$ cat src/include/urx_pkg.sv
// constants, register map and types of the receive path with flow control
package urx_pkg;
    // avalon register word byte addresses
    localparam logic [4:0] ADR_RX_DATA   = 5'h00; // receive_buffer_reg, ro
    localparam logic [4:0] ADR_LINE_CTL  = 5'h04; // line_control_reg, rw
    localparam logic [4:0] ADR_MODEM_CTL = 5'h08; // modem_control_reg, rw
    localparam logic [4:0] ADR_LINE_STAT = 5'h0c; // line_status_reg, ro
    localparam logic [4:0] ADR_FIFO_CTL  = 5'h10; // fifo control, rw
    localparam logic [4:0] ADR_DIVISOR   = 5'h14; // 16 bit baud divisor
    localparam logic [4:0] ADR_FLOW_STAT = 5'h18; // flow pin status, ro
    // line_control_reg fields
    localparam int LCR_LEN_LSB    = 0;  // char_len_bit0
    localparam int LCR_PAR_EN     = 3;  // parity_enable_bit
    localparam int LCR_PAR_EVEN   = 4;  // parity_even_bit
    // modem_control_reg fields
    localparam int MCR_RTS        = 1;  // request-to-send bit
    localparam int MCR_AUTOFLOW   = 5;  // autoflow_enable_bit
    // line_status_reg fields
    localparam int LSR_DR         = 0;  // data_ready_flag
    localparam int LSR_OE         = 1;  // overrun_flag
    localparam int LSR_PE         = 2;  // parity_error_flag
    localparam int LSR_FE         = 3;  // framing_error_flag
    localparam int LSR_BI         = 4;  // break indication
    // fifo control fields
    localparam int FCR_EN         = 0;  // fifo mode enable
    localparam int FCR_RX_CLR     = 1;  // receive fifo clear, self clearing
    localparam int FCR_TRIG_LSB   = 6;  // trigger level select
    // trigger level codes and fill levels
    localparam logic [1:0] TRIG_SEL_14 = 2'h3;
    localparam logic [4:0] TRIG_LVL_1  = 5'h01;
    localparam logic [4:0] TRIG_LVL_4  = 5'h04;
    localparam logic [4:0] TRIG_LVL_8  = 5'h08;
    localparam logic [4:0] TRIG_LVL_14 = 5'h0e;
    // sizes and reset values
    localparam int FIFO_DEPTH     = 16;
    localparam logic [4:0] FIFO_FULL_CNT = 5'h10; // fill of a full fifo
    localparam logic [4:0] LAST_SLOT_CNT = 5'h0f; // one slot left
    localparam logic [4:0] ONE_CNT       = 5'h01; // non fifo capacity
    localparam logic [7:0]  LCR_RST = 8'h00;
    localparam logic [7:0]  MCR_RST = 8'h00;
    localparam logic [7:0]  FCR_RST = 8'h00;
    localparam logic [15:0] DIV_RST = 16'h0001;
    // oversampling timing, in 16x clock ticks
    localparam logic [3:0] OVS_HALF = 4'h7;  // eighth tick: bit centre
    localparam logic [3:0] OVS_FULL = 4'hf;  // sixteenth tick: next centre
    localparam logic [2:0] MIN_LEN  = 3'h5;  // shortest character
    // receiver states, gray along idle-start-data-parity-stop
    typedef enum logic [2:0] {
        URX_IDLE  = 3'b000,
        URX_START = 3'b001,
        URX_DATA  = 3'b011,
        URX_PAR   = 3'b010,
        URX_STOP  = 3'b110
    } urx_state_e;
endpackage

$ cat src/rtl/urx_rx_autoflow.sv
// receive path of one serial channel with automatic rts/cts flow control
`timescale 1ns/1ps
module urx_rx_autoflow
    import urx_pkg::*;
(
    input  wire logic        CLK_SYS_I,          // 50 mhz reference clock
    input  wire logic        ARST_N_I,           // async reset, active low
    input  wire logic [4:0]  AVS_ADDRESS_I,      // byte address
    input  wire logic        AVS_READ_I,         // read request
    input  wire logic        AVS_WRITE_I,        // write request
    input  wire logic [31:0] AVS_WRITEDATA_I,    // write data
    input  wire logic [3:0]  AVS_BYTEENABLE_I,   // byte lanes
    output logic      [31:0] AVS_READDATA_O,     // read data
    output logic             AVS_WAITREQUEST_O,  // stall, high idle
    input  wire logic        SERIAL_IN_PIN_I,    // serial_input_line
    input  wire logic        CTS_N_I,            // clear-to-send, low active
    output logic             RTS_N_O,            // request-to-send, low act
    output logic             TX_PERMIT_O         // transmitter may start
);
    import urx_pkg::*;

    // ---------------- bus slave ----------------
    logic        wait_reg;                 // waitrequest flop
    logic [31:0] rdata_reg;                // read data flop
    logic        acc_done;                 // completing edge of access
    logic        rd_done;                  // completing read
    logic        wr_done;                  // completing write
    logic [7:0]  lcr_reg;                  // line_control_reg
    logic [7:0]  mcr_reg;                  // modem_control_reg
    logic [7:0]  fcr_reg;                  // fifo control
    logic [15:0] div_reg;                  // baud divisor
    logic [4:0]  lsr_flags;                // live line status bits

    assign acc_done = (AVS_READ_I | AVS_WRITE_I) & ~wait_reg;
    assign rd_done  = AVS_READ_I & ~wait_reg;
    assign wr_done  = AVS_WRITE_I & ~wait_reg;

    // one wait cycle per access, so read data is ready when wait drops
    always_ff @(posedge CLK_SYS_I or negedge ARST_N_I) begin
        if (!ARST_N_I) begin
            wait_reg <= 1'b1;
        end else begin
            wait_reg <= ~((AVS_READ_I | AVS_WRITE_I) & wait_reg);
        end
    end

    // control registers on byte lane 0, divisor high byte on lane 1; write takes effect on done
    always_ff @(posedge CLK_SYS_I or negedge ARST_N_I) begin
        if (!ARST_N_I) begin
            lcr_reg <= LCR_RST;
            mcr_reg <= MCR_RST;
            fcr_reg <= FCR_RST;
            div_reg <= DIV_RST;
        end else begin
            fcr_reg[FCR_RX_CLR] <= 1'b0;                 // self clearing
            if (wr_done && AVS_BYTEENABLE_I[0]) begin
                case (AVS_ADDRESS_I)
                    ADR_LINE_CTL:  lcr_reg <= AVS_WRITEDATA_I[7:0];
                    ADR_MODEM_CTL: mcr_reg <= AVS_WRITEDATA_I[7:0];
                    ADR_FIFO_CTL:  fcr_reg <= AVS_WRITEDATA_I[7:0];
                    ADR_DIVISOR:   div_reg[7:0] <= AVS_WRITEDATA_I[7:0];
                    default: ;                           // ignored
                endcase
            end
            if (wr_done && AVS_BYTEENABLE_I[1] &&
                AVS_ADDRESS_I == ADR_DIVISOR) begin
                div_reg[15:8] <= AVS_WRITEDATA_I[15:8];
            end
        end
    end

    // ---------------- receive fifo storage ----------------
    logic [10:0] fifo_mem [FIFO_DEPTH];    // data + pe,fe,bi per char
    logic [3:0]  wr_ptr;                   // write index
    logic [3:0]  rd_ptr;                   // read index
    logic [4:0]  fill_cnt;                 // characters held
    logic        fifo_mode;                // fifo enabled
    logic        fifo_full;                // no room for a character
    logic        push;                     // character finished
    logic        pop;                      // buffer read completes
    logic        overwrite;                // non fifo overrun
    logic [10:0] push_word;                // character with errors

    assign fifo_mode = fcr_reg[FCR_EN];
    assign fifo_full = fifo_mode ? (fill_cnt == FIFO_FULL_CNT)
                                 : (fill_cnt == ONE_CNT);
    assign pop = rd_done && AVS_ADDRESS_I == ADR_RX_DATA &&
                 fill_cnt != 5'h00;
    assign overwrite = push & fifo_full & ~fifo_mode & ~pop;

    // read data latched while waiting, stands at the completing edge
    always_ff @(posedge CLK_SYS_I or negedge ARST_N_I) begin
        if (!ARST_N_I) begin
            rdata_reg <= 32'h0000_0000;
        end else if (AVS_READ_I && wait_reg) begin
            case (AVS_ADDRESS_I)
                ADR_RX_DATA:   rdata_reg <= {24'h00_0000,
                                             fifo_mem[rd_ptr][7:0]};
                ADR_LINE_CTL:  rdata_reg <= {24'h00_0000, lcr_reg};
                ADR_MODEM_CTL: rdata_reg <= {24'h00_0000, mcr_reg};
                ADR_LINE_STAT: rdata_reg <= {27'h000_0000, lsr_flags};
                ADR_FIFO_CTL:  rdata_reg <= {24'h00_0000, fcr_reg};
                ADR_DIVISOR:   rdata_reg <= {16'h0000, div_reg};
                ADR_FLOW_STAT: rdata_reg <= {29'h0000_0000, TX_PERMIT_O,
                                             RTS_N_O, ~CTS_N_I};
                default:       rdata_reg <= 32'h0000_0000; // unmapped
            endcase
        end
    end

    // ---------------- baud generator ----------------
    logic [15:0] baud_cnt;                 // divisor count up
    logic        tick16;                   // 16x clock enable pulse

    // reference clock divided by divisor; divisor 0 stops the clock
    always_ff @(posedge CLK_SYS_I or negedge ARST_N_I) begin
        if (!ARST_N_I) begin
            baud_cnt <= 16'h0000;
            tick16   <= 1'b0;
        end else if (div_reg == 16'h0000) begin
            baud_cnt <= 16'h0000;
            tick16   <= 1'b0;
        end else if (baud_cnt >= div_reg - 16'h0001) begin
            baud_cnt <= 16'h0000;
            tick16   <= 1'b1;
        end else begin
            baud_cnt <= baud_cnt + 16'h0001;
            tick16   <= 1'b0;
        end
    end

    // ---------------- receiver sequencer ----------------
    urx_state_e  state;                    // receiver state
    logic        rx_prev;                  // input one clock ago
    logic [3:0]  ovs_cnt;                  // ticks within a bit
    logic [2:0]  bit_idx;                  // data bit number
    logic [7:0]  shift_reg;                // receive_shift_reg
    logic        par_acc;                  // running xor of data
    logic        par_err;                  // parity mismatch seen
    logic [2:0]  char_len_m1;              // data bits minus one
    logic        at_centre;                // this tick is a bit centre
    logic        first_data;               // start verified this clock

    assign char_len_m1 = MIN_LEN - 3'h1 + lcr_reg[LCR_LEN_LSB +: 2];
    assign at_centre  = tick16 && ((state == URX_START) ? ovs_cnt == OVS_HALF
                                                        : ovs_cnt == OVS_FULL);
    assign first_data = state == URX_START && at_centre && !SERIAL_IN_PIN_I;

    // input history for edge detection; pins are synchronous here
    always_ff @(posedge CLK_SYS_I or negedge ARST_N_I) begin
        if (!ARST_N_I) begin
            rx_prev <= 1'b1;
        end else begin
            rx_prev <= SERIAL_IN_PIN_I;
        end
    end

    // start search, centre sampling and character assembly
    always_ff @(posedge CLK_SYS_I or negedge ARST_N_I) begin
        if (!ARST_N_I) begin
            state     <= URX_IDLE;
            ovs_cnt   <= 4'h0;
            bit_idx   <= 3'h0;
            shift_reg <= 8'h00;
            par_acc   <= 1'b0;
            par_err   <= 1'b0;
        end else begin
            if (tick16 && state != URX_IDLE) begin
                ovs_cnt <= at_centre ? 4'h0 : ovs_cnt + 4'h1;
            end
            case (state)
                URX_IDLE: begin
                    if (rx_prev && !SERIAL_IN_PIN_I) begin
                        state     <= URX_START;
                        ovs_cnt   <= 4'h0;
                        shift_reg <= 8'h00;
                        par_acc   <= 1'b0;
                        par_err   <= 1'b0;
                        bit_idx   <= 3'h0;
                    end
                end
                URX_START: begin
                    if (at_centre) begin
                        // noise spike: back to searching
                        state <= SERIAL_IN_PIN_I ? URX_IDLE : URX_DATA;
                    end
                end
                URX_DATA: begin
                    if (at_centre) begin
                        shift_reg[bit_idx] <= SERIAL_IN_PIN_I;
                        par_acc <= par_acc ^ SERIAL_IN_PIN_I;
                        bit_idx <= bit_idx + 3'h1;
                        if (bit_idx == char_len_m1) begin
                            state <= lcr_reg[LCR_PAR_EN] ? URX_PAR
                                                         : URX_STOP;
                        end
                    end
                end
                URX_PAR: begin
                    if (at_centre) begin
                        par_err <= par_acc ^ SERIAL_IN_PIN_I ^
                                   ~lcr_reg[LCR_PAR_EVEN];
                        state   <= URX_STOP;
                    end
                end
                URX_STOP: begin
                    if (at_centre) begin
                        state <= URX_IDLE;
                    end
                end
                default: state <= URX_IDLE;
            endcase
        end
    end

    // finished character: data, parity, framing and break bits
    assign push = state == URX_STOP && at_centre;
    assign push_word = {shift_reg == 8'h00 && !SERIAL_IN_PIN_I,     // break
                        !SERIAL_IN_PIN_I,
                        par_err,
                        shift_reg};

    // fifo entries, one generate slot per entry
    for (genvar g = 0; g < FIFO_DEPTH; g++) begin : g_slot
        always_ff @(posedge CLK_SYS_I or negedge ARST_N_I) begin
            if (!ARST_N_I) begin
                fifo_mem[g] <= 11'h000;
            end else if (push && !fifo_full && wr_ptr == 4'(g)) begin
                fifo_mem[g] <= push_word;
            end else if (overwrite && rd_ptr == 4'(g)) begin
                fifo_mem[g] <= push_word;
            end
        end
    end

    // pointers and fill; non fifo mode is a one character buffer
    always_ff @(posedge CLK_SYS_I or negedge ARST_N_I) begin
        if (!ARST_N_I) begin
            wr_ptr   <= 4'h0;
            rd_ptr   <= 4'h0;
            fill_cnt <= 5'h00;
        end else if (fcr_reg[FCR_RX_CLR]) begin
            wr_ptr   <= 4'h0;
            rd_ptr   <= 4'h0;
            fill_cnt <= 5'h00;
        end else begin
            // a pop lets pointers and fill take a push in the same clock, but the slot is written only when not full
            if (push && (!fifo_full || pop)) begin
                wr_ptr <= fifo_mode ? wr_ptr + 4'h1 : rd_ptr;
            end
            if (pop) begin
                rd_ptr <= fifo_mode ? rd_ptr + 4'h1 : rd_ptr;
            end
            case ({push && (!fifo_full || pop), pop})
                2'b10:   fill_cnt <= fill_cnt + 5'h01;
                2'b01:   fill_cnt <= fill_cnt - 5'h01;
                default: fill_cnt <= fill_cnt;
            endcase
        end
    end

    // sticky error bits: cleared by status read, a new set wins
    logic oe_flag;                         // overrun_flag
    logic pe_flag;                         // parity_error_flag
    logic fe_flag;                         // framing_error_flag
    logic bi_flag;                         // break flag
    logic lsr_rd;                          // status read completes

    assign lsr_rd = rd_done && AVS_ADDRESS_I == ADR_LINE_STAT;

    always_ff @(posedge CLK_SYS_I or negedge ARST_N_I) begin
        if (!ARST_N_I) begin
            oe_flag <= 1'b0;
            pe_flag <= 1'b0;
            fe_flag <= 1'b0;
            bi_flag <= 1'b0;
        end else begin
            oe_flag <= (push && fifo_full && !pop) | (oe_flag & ~lsr_rd);
            pe_flag <= (push && push_word[8])  | (pe_flag & ~lsr_rd);
            fe_flag <= (push && push_word[9])  | (fe_flag & ~lsr_rd);
            bi_flag <= (push && push_word[10]) | (bi_flag & ~lsr_rd);
        end
    end

    assign lsr_flags = {bi_flag, fe_flag, pe_flag, oe_flag,
                        fill_cnt != 5'h00};

    // ---------------- flow control ----------------
    logic        auto_rts;                 // automatic rts active
    logic        auto_cts;                 // automatic cts active
    logic        rts_hold;                 // auto rts currently dropped
    logic [4:0]  trig_lvl;                 // selected trigger fill
    logic        trig14;                   // trigger 14 selected

    assign auto_rts = mcr_reg[MCR_AUTOFLOW] & mcr_reg[MCR_RTS] & fifo_mode;
    assign auto_cts = mcr_reg[MCR_AUTOFLOW] & fifo_mode;
    assign trig14   = fcr_reg[FCR_TRIG_LSB +: 2] == TRIG_SEL_14;

    always_comb begin
        case (fcr_reg[FCR_TRIG_LSB +: 2])
            2'h0:    trig_lvl = TRIG_LVL_1;
            2'h1:    trig_lvl = TRIG_LVL_4;
            2'h2:    trig_lvl = TRIG_LVL_8;
            default: trig_lvl = TRIG_LVL_14;
        endcase
    end

    // rts drop and return; the receiver keeps taking characters meanwhile
    always_ff @(posedge CLK_SYS_I or negedge ARST_N_I) begin
        if (!ARST_N_I) begin
            rts_hold <= 1'b0;
        end else if (!auto_rts) begin
            rts_hold <= 1'b0;
        end else if (trig14) begin
            if (first_data && fill_cnt == LAST_SLOT_CNT) begin
                rts_hold <= 1'b1;
            end else if (pop) begin
                rts_hold <= 1'b0;
            end
        end else begin
            if (fill_cnt >= trig_lvl) begin
                rts_hold <= 1'b1;
            end else if (fill_cnt == 5'h00) begin
                rts_hold <= 1'b0;
            end
        end
    end

    // pin drivers; cts changes only gate the transmitter, no interrupt
    always_ff @(posedge CLK_SYS_I or negedge ARST_N_I) begin
        if (!ARST_N_I) begin
            RTS_N_O     <= 1'b1;
            TX_PERMIT_O <= 1'b1;
        end else begin
            RTS_N_O     <= ~(mcr_reg[MCR_RTS] & ~rts_hold);
            TX_PERMIT_O <= ~auto_cts | ~CTS_N_I;
        end
    end

    assign AVS_READDATA_O    = rdata_reg;
    assign AVS_WAITREQUEST_O = wait_reg;

    // ---------------- assertions ----------------
    a_start_noise: assert property (@(posedge CLK_SYS_I)
        disable iff (!ARST_N_I)
        (state == URX_START && at_centre && SERIAL_IN_PIN_I)
            |=> state == URX_IDLE)
        else $error("noise start not rejected");

    a_edge_starts: assert property (@(posedge CLK_SYS_I)
        disable iff (!ARST_N_I)
        (state == URX_IDLE && rx_prev && !SERIAL_IN_PIN_I)
            |=> state == URX_START && ovs_cnt == 4'h0)
        else $error("falling edge missed");

    a_ready_set: assert property (@(posedge CLK_SYS_I)
        disable iff (!ARST_N_I)
        (push && !fcr_reg[FCR_RX_CLR]) |=> lsr_flags[LSR_DR])
        else $error("data ready not set");

    a_overrun_set: assert property (@(posedge CLK_SYS_I)
        disable iff (!ARST_N_I)
        (push && fifo_full && !pop) |=> oe_flag)
        else $error("overrun not flagged");

    a_read_clears: assert property (@(posedge CLK_SYS_I)
        disable iff (!ARST_N_I)
        (!fifo_mode && pop && !push && !fcr_reg[FCR_RX_CLR])
            |=> !lsr_flags[LSR_DR])
        else $error("buffer read left data ready");

    a_rts_trig: assert property (@(posedge CLK_SYS_I)
        disable iff (!ARST_N_I)
        (auto_rts && !trig14 && fill_cnt >= trig_lvl) ##1 auto_rts
            |=> RTS_N_O)
        else $error("rts not dropped at trigger");

    a_rts_empty: assert property (@(posedge CLK_SYS_I)
        disable iff (!ARST_N_I)
        (auto_rts && !trig14 && rts_hold && fill_cnt != 5'h00)
            |=> rts_hold)
        else $error("rts returned before empty");

    a_cts_gate: assert property (@(posedge CLK_SYS_I)
        disable iff (!ARST_N_I)
        (auto_cts && CTS_N_I) |=> !TX_PERMIT_O)
        else $error("transmit permitted without cts");

    a_wait_one: assert property (@(posedge CLK_SYS_I)
        disable iff (!ARST_N_I)
        (AVS_READ_I && wait_reg) |=> !AVS_WAITREQUEST_O ##1 wait_reg)
        else $error("waitrequest sequence wrong");
endmodule // urx_rx_autoflow

$ cat config.mk
export PLATFORM = sky130hd
export DESIGN_NAME = urx_rx_autoflow
export DESIGN_NICKNAME = d
export VERILOG_FILES = /design/src/include/urx_pkg.sv /design/src/rtl/urx_rx_autoflow.sv
export SDC_FILE = /design/constraint.sdc
export NUM_CORES = 1
export LEC_CHECK = 0
export BUFFER_PORTS_ARGS = -buffer_cell sky130_fd_sc_hd__buf_2
export CORE_MARGIN = 8
export CORE_UTILIZATION = 58
export CTS_CLUSTER_DIAMETER = 40
export DETAILED_ROUTE_END_ITERATION = 10
export PLACE_DENSITY = 0.77
export SLEW_MARGIN = 15
export SYNTH_ARGS = -nofsm -noshare
export SYNTH_HDL_FRONTEND = slang
export SYNTH_SLANG_ARGS = --single-unit
export TNS_END_PERCENT = 100
$ cat constraint.sdc
create_clock -name CLK_SYS_I -period 4.9 [get_ports CLK_SYS_I]
set_clock_uncertainty 0.2 [all_clocks]
set_input_delay 0.245 -clock CLK_SYS_I [delete_from_list [all_inputs] [get_ports CLK_SYS_I]]
set_output_delay 0.245 -clock CLK_SYS_I [all_outputs]
set_load 0.02 [all_outputs]
==> impl_metrics.env <==
export IMPL_outcome="finished clean"
export IMPL_wire_per_inst_um=21.32
export IMPL_drv_slew=0
export IMPL_worst_pin_slew_ns=0.9907
export IMPL_coreArea_um2=21550
export IMPL_io_buffer_count=47
export IMPL_cp_required_ns=5.11
export IMPL_min_period_ns=3.899
export IMPL_cts_max_path_buffers=3
export IMPL_crit_type="flip-flop to flip-flop"
export IMPL_numCtsBuffers=37
export IMPL_largest_reg_flops=128
export IMPL_p_clk_frac=0.448
export IMPL_fin_crit_sh=0.7956
export IMPL_placed_cells=1310
export IMPL_synth_cell_area_um2=12590
export IMPL_critPathMaxStageDelay_ns=0.74
export IMPL_ys_async_sr_fraction=1.000
export IMPL_max_freq_mhz=256.5
export IMPL_synth_warnings=0
export IMPL_yosysTopAreaCellShare=0.4730
export IMPL_cts_sinks=243
export IMPL_fp_dieW_um=163.3
export IMPL_overflow=0
export IMPL_die_height_um=163.3
export IMPL_htree_num_levels=2
export IMPL_drcViolationCount=0
export IMPL_synth_edff_count=0
export IMPL_r2r_end="tick16"
export IMPL_hold_viol=0
export IMPL_synth_area_leaders="dfrtp_1 (47%), mux2_2 (15%), mux4_2 (5.7%)"
export IMPL_first_global_vias=8806
export IMPL_final_nets=1173
export IMPL_ff2ff_setup_slack_ns=1.00
export IMPL_gp_congestion=0.8462
export IMPL_start_kind="flip-flop"
export IMPL_tns_ns=0
export IMPL_hold_path_end="bi_flag"
export IMPL_io_pins=82
export IMPL_synth_seq_area_share=0.4835
export IMPL_worst_path_max_delay_cell="nor4_1"
export IMPL_fill_cells=1524
export IMPL_p_int_uw=4180
export IMPL_layout_drive_gt1_share=0.3199
export IMPL_cellPowerDensity_nw_per_um2=409.5
export IMPL_num_vias=8704
export IMPL_antenna_found_initial=0
export IMPL_grt_pass1_wl_um=48520
export IMPL_dp_hpwl_um=19270
export IMPL_seqPwrFrac=0.428
export IMPL_worstPathMaxFanout=16
export IMPL_maxCapViolCount=0
export IMPL_synth_cell_types=68
export IMPL_final_cells=1397
export IMPL_cp_cell_sequence="nor4_1 -> nand4b_1 -> nor4_1 -> xnor2_1 -> ha_1 -> a21o_1 -> a21o_1 -> a221oi_1 -> nand2_1 -> o21ba_2"
export IMPL_syn_avg_cell_area_um2=12.19
export IMPL_setup_viol=0
export IMPL_hold_class="input port to flip-flop"
export IMPL_ir_drop_mv=0.3765
export IMPL_end_kind="flip-flop"
export IMPL_die_area_um2=26680
export IMPL_viasPerCell=6.230
export IMPL_p_leak_uw=0.006720
export IMPL_synth_seq_cells=243
export IMPL_rr_worst_depth=10
export IMPL_synth_cells=1033
export IMPL_worstHoldStart="AVS_READ_I"
export IMPL_grt_max_degree=135
export IMPL_initialDrtViolationCount=713
export IMPL_firstDrtPassIters=5
export IMPL_r2r_start="div_reg[2]"
export IMPL_whs_path_depth=3
export IMPL_initial_core_util=0.5842
export IMPL_max_slew_margin=0.3395
export IMPL_antenna_left=0
export IMPL_area_growth_pct=14.53
export IMPL_post_synth_top_area_cell="dfrtp_1"
export IMPL_worstPathArrival_ns=4.11
export IMPL_cts_tree="done"
export IMPL_cts_root_buffer="clkbuf_16"
export IMPL_row_count=54
export IMPL_comb_power_share=0.125
export IMPL_ys_flop_type="dfrtp_1"
export IMPL_rsz0062_at_grt="false"
export IMPL_cts_clk_slew_worst_paths_ns=0.06
export IMPL_grt_use_total=0.2289
export IMPL_routed_wl_um=29780
export IMPL_post_cts_buffers=0
export IMPL_clk_latency_ns=0.53
export IMPL_regMostFlops="fifo_mem"
export IMPL_p_switching_uw=1724
export IMPL_power_share_switching=0.2920
-- worst max-delay path by stage --
stage / end / cells after the start / slack, ns / start
5_1_grt: baud_cnt[3] / 10 / 0.76 / div_reg[2]
2_1_floorplan: baud_cnt[10] / 11 / 1.70 / div_reg[2]
4_1_cts: tick16 / 10 / 1.07 / div_reg[2]
3_3_place_gp: tick16 / 10 / 1.19 / div_reg[2]
6_report: tick16 / 10 / 1.00 / div_reg[2]
3_5_place_dp: baud_cnt[3] / 10 / 1.08 / div_reg[2]
-- stage by stage --
step           setup WS, ns  hold WS (ns)  power (uW)  utilization  instance area [um^2]
2_1_floorplan         1.697       -0.2506        3002            -                 12650
3_3_place_gp          1.193        0.2072        3228       0.6012                 12960
3_5_place_dp          1.081        0.2162        3271       0.6012                 12960
4_1_cts               1.065      0.008845        5943       0.6689                 14420
5_1_grt              0.7623       0.04670        6175       0.6689                 14420
6_report              1.001       0.03891        5905       0.6690                 14420
-- cell usage after synthesis, types with 4 or more instances --
library cell,n
dfrtp_1,238
mux2_2,167
nand2_1,62
nand3_1,40
nor2_1,40
nor3_1,37
ha_1,36
clkbuf_1,34
o21ai_0,33
mux4_2,32
xnor2_1,25
inv_1,18
mux2i_1,18
a21oi_1,17
buf_4,17
buf_1,16
a22oi_2,14
nand4_1,14
nand2b_1,13
xor2_1,13
and3_1,12
nor2b_1,12
a22oi_1,11
nor4_1,8
or3_1,8
a211oi_1,6
a221o_1,6
buf_2,6
nor4_4,6
a21o_1,5
dfstp_2,5
a221oi_1,4
-- per-layer routing --
| metal | GRT usage | vias to the layer above | wire, um |
|---|---|---|---|
| li1 | - | 3910 | - |
| met1 | 0.3113 | 4432 | 12720 |
| met2 | 0.3631 | 297 | 14220 |
| met3 | 0.03906 | 65 | 1968 |
| met4 | 0.08674 | 0 | 877 |
| met5 | 0 | - | 0 |
-- critical path: cells and delay by family (launching register included) --
family	cells	cell delay [ns]
simple gates	4	1.82
compound gates	4	0.98
flops	1	0.44
fa+ha+maj	1	0.19
xor+xnor	1	0.14
-- power by group through the flow --
stage	Combinational (uW)	Clock, uW	Sequential, uW
after CTS	740	2680	2520
after global routing	849	2760	2570
final	737	2640	2520
after floorplan	695	0	2310
after detailed placement	719	0	2550
after global placement	687	0	2540
-- kinds of logic (layout without fill, tap and decap cells) --
family                     after synthesis  count (layout)  synth area share
AOI/OAI and AO/OA                      124             124           0.07443
xor gates and xnor gates                38              38           0.02643
adders and majority gates               36              36           0.03577
buffers and inverters                   92             160           0.03389
DFF                                    243             243            0.4835
muxes                                  219             219            0.2227
other                                    1              17         0.0002978
and+or+nand+nor                        280             280            0.1230
-- placed cells by master, fill, tap and decap left out, drive strengths merged, types with 6 or more instances in the layout --
master,synthesis,routed
o21ai,34,34
nand2,62,62
a221o,6,6
ha,36,36
mux4,32,32
conb,1,16
nor4,14,14
dlygate4sd3,0,21
a211oi,6,6
mux2,169,169
and3,13,13
mux2i,18,18
nand4,14,14
xor2,13,13
nor2,40,40
nand2b,13,13
or3,9,9
clkbuf,35,45
clkinvlp,0,8
a22oi,25,25
xnor2,25,25
a21oi,17,17
nor2b,12,12
nand3,40,40
dfrtp,238,238
nor3,39,39
inv,18,22
buf,39,56
-- final cells by class --
type / count / area (um^2) / area share
inverters: 18 / 67.56 / 0.004685
multi-input cells: 713 / 6140 / 0.4258
diodes: 1 / 2.502 / 0.0001735
well taps: 280 / 350.3 / 0.02429
repair buffers: 77 / 523.0 / 0.03627
flip-flops and latches: 243 / 6088 / 0.4222
clock inverters: 20 / 252.7 / 0.01753
clock buffers: 45 / 996.0 / 0.06907
-- repair_timing --
item / 4_1_cts / 5_1_grt
endpoints found under the hold margin: 180 / 0
hold buffers: 21 / 0
resized for setup: 0 / 0
(Power assumes the default switching activity.)
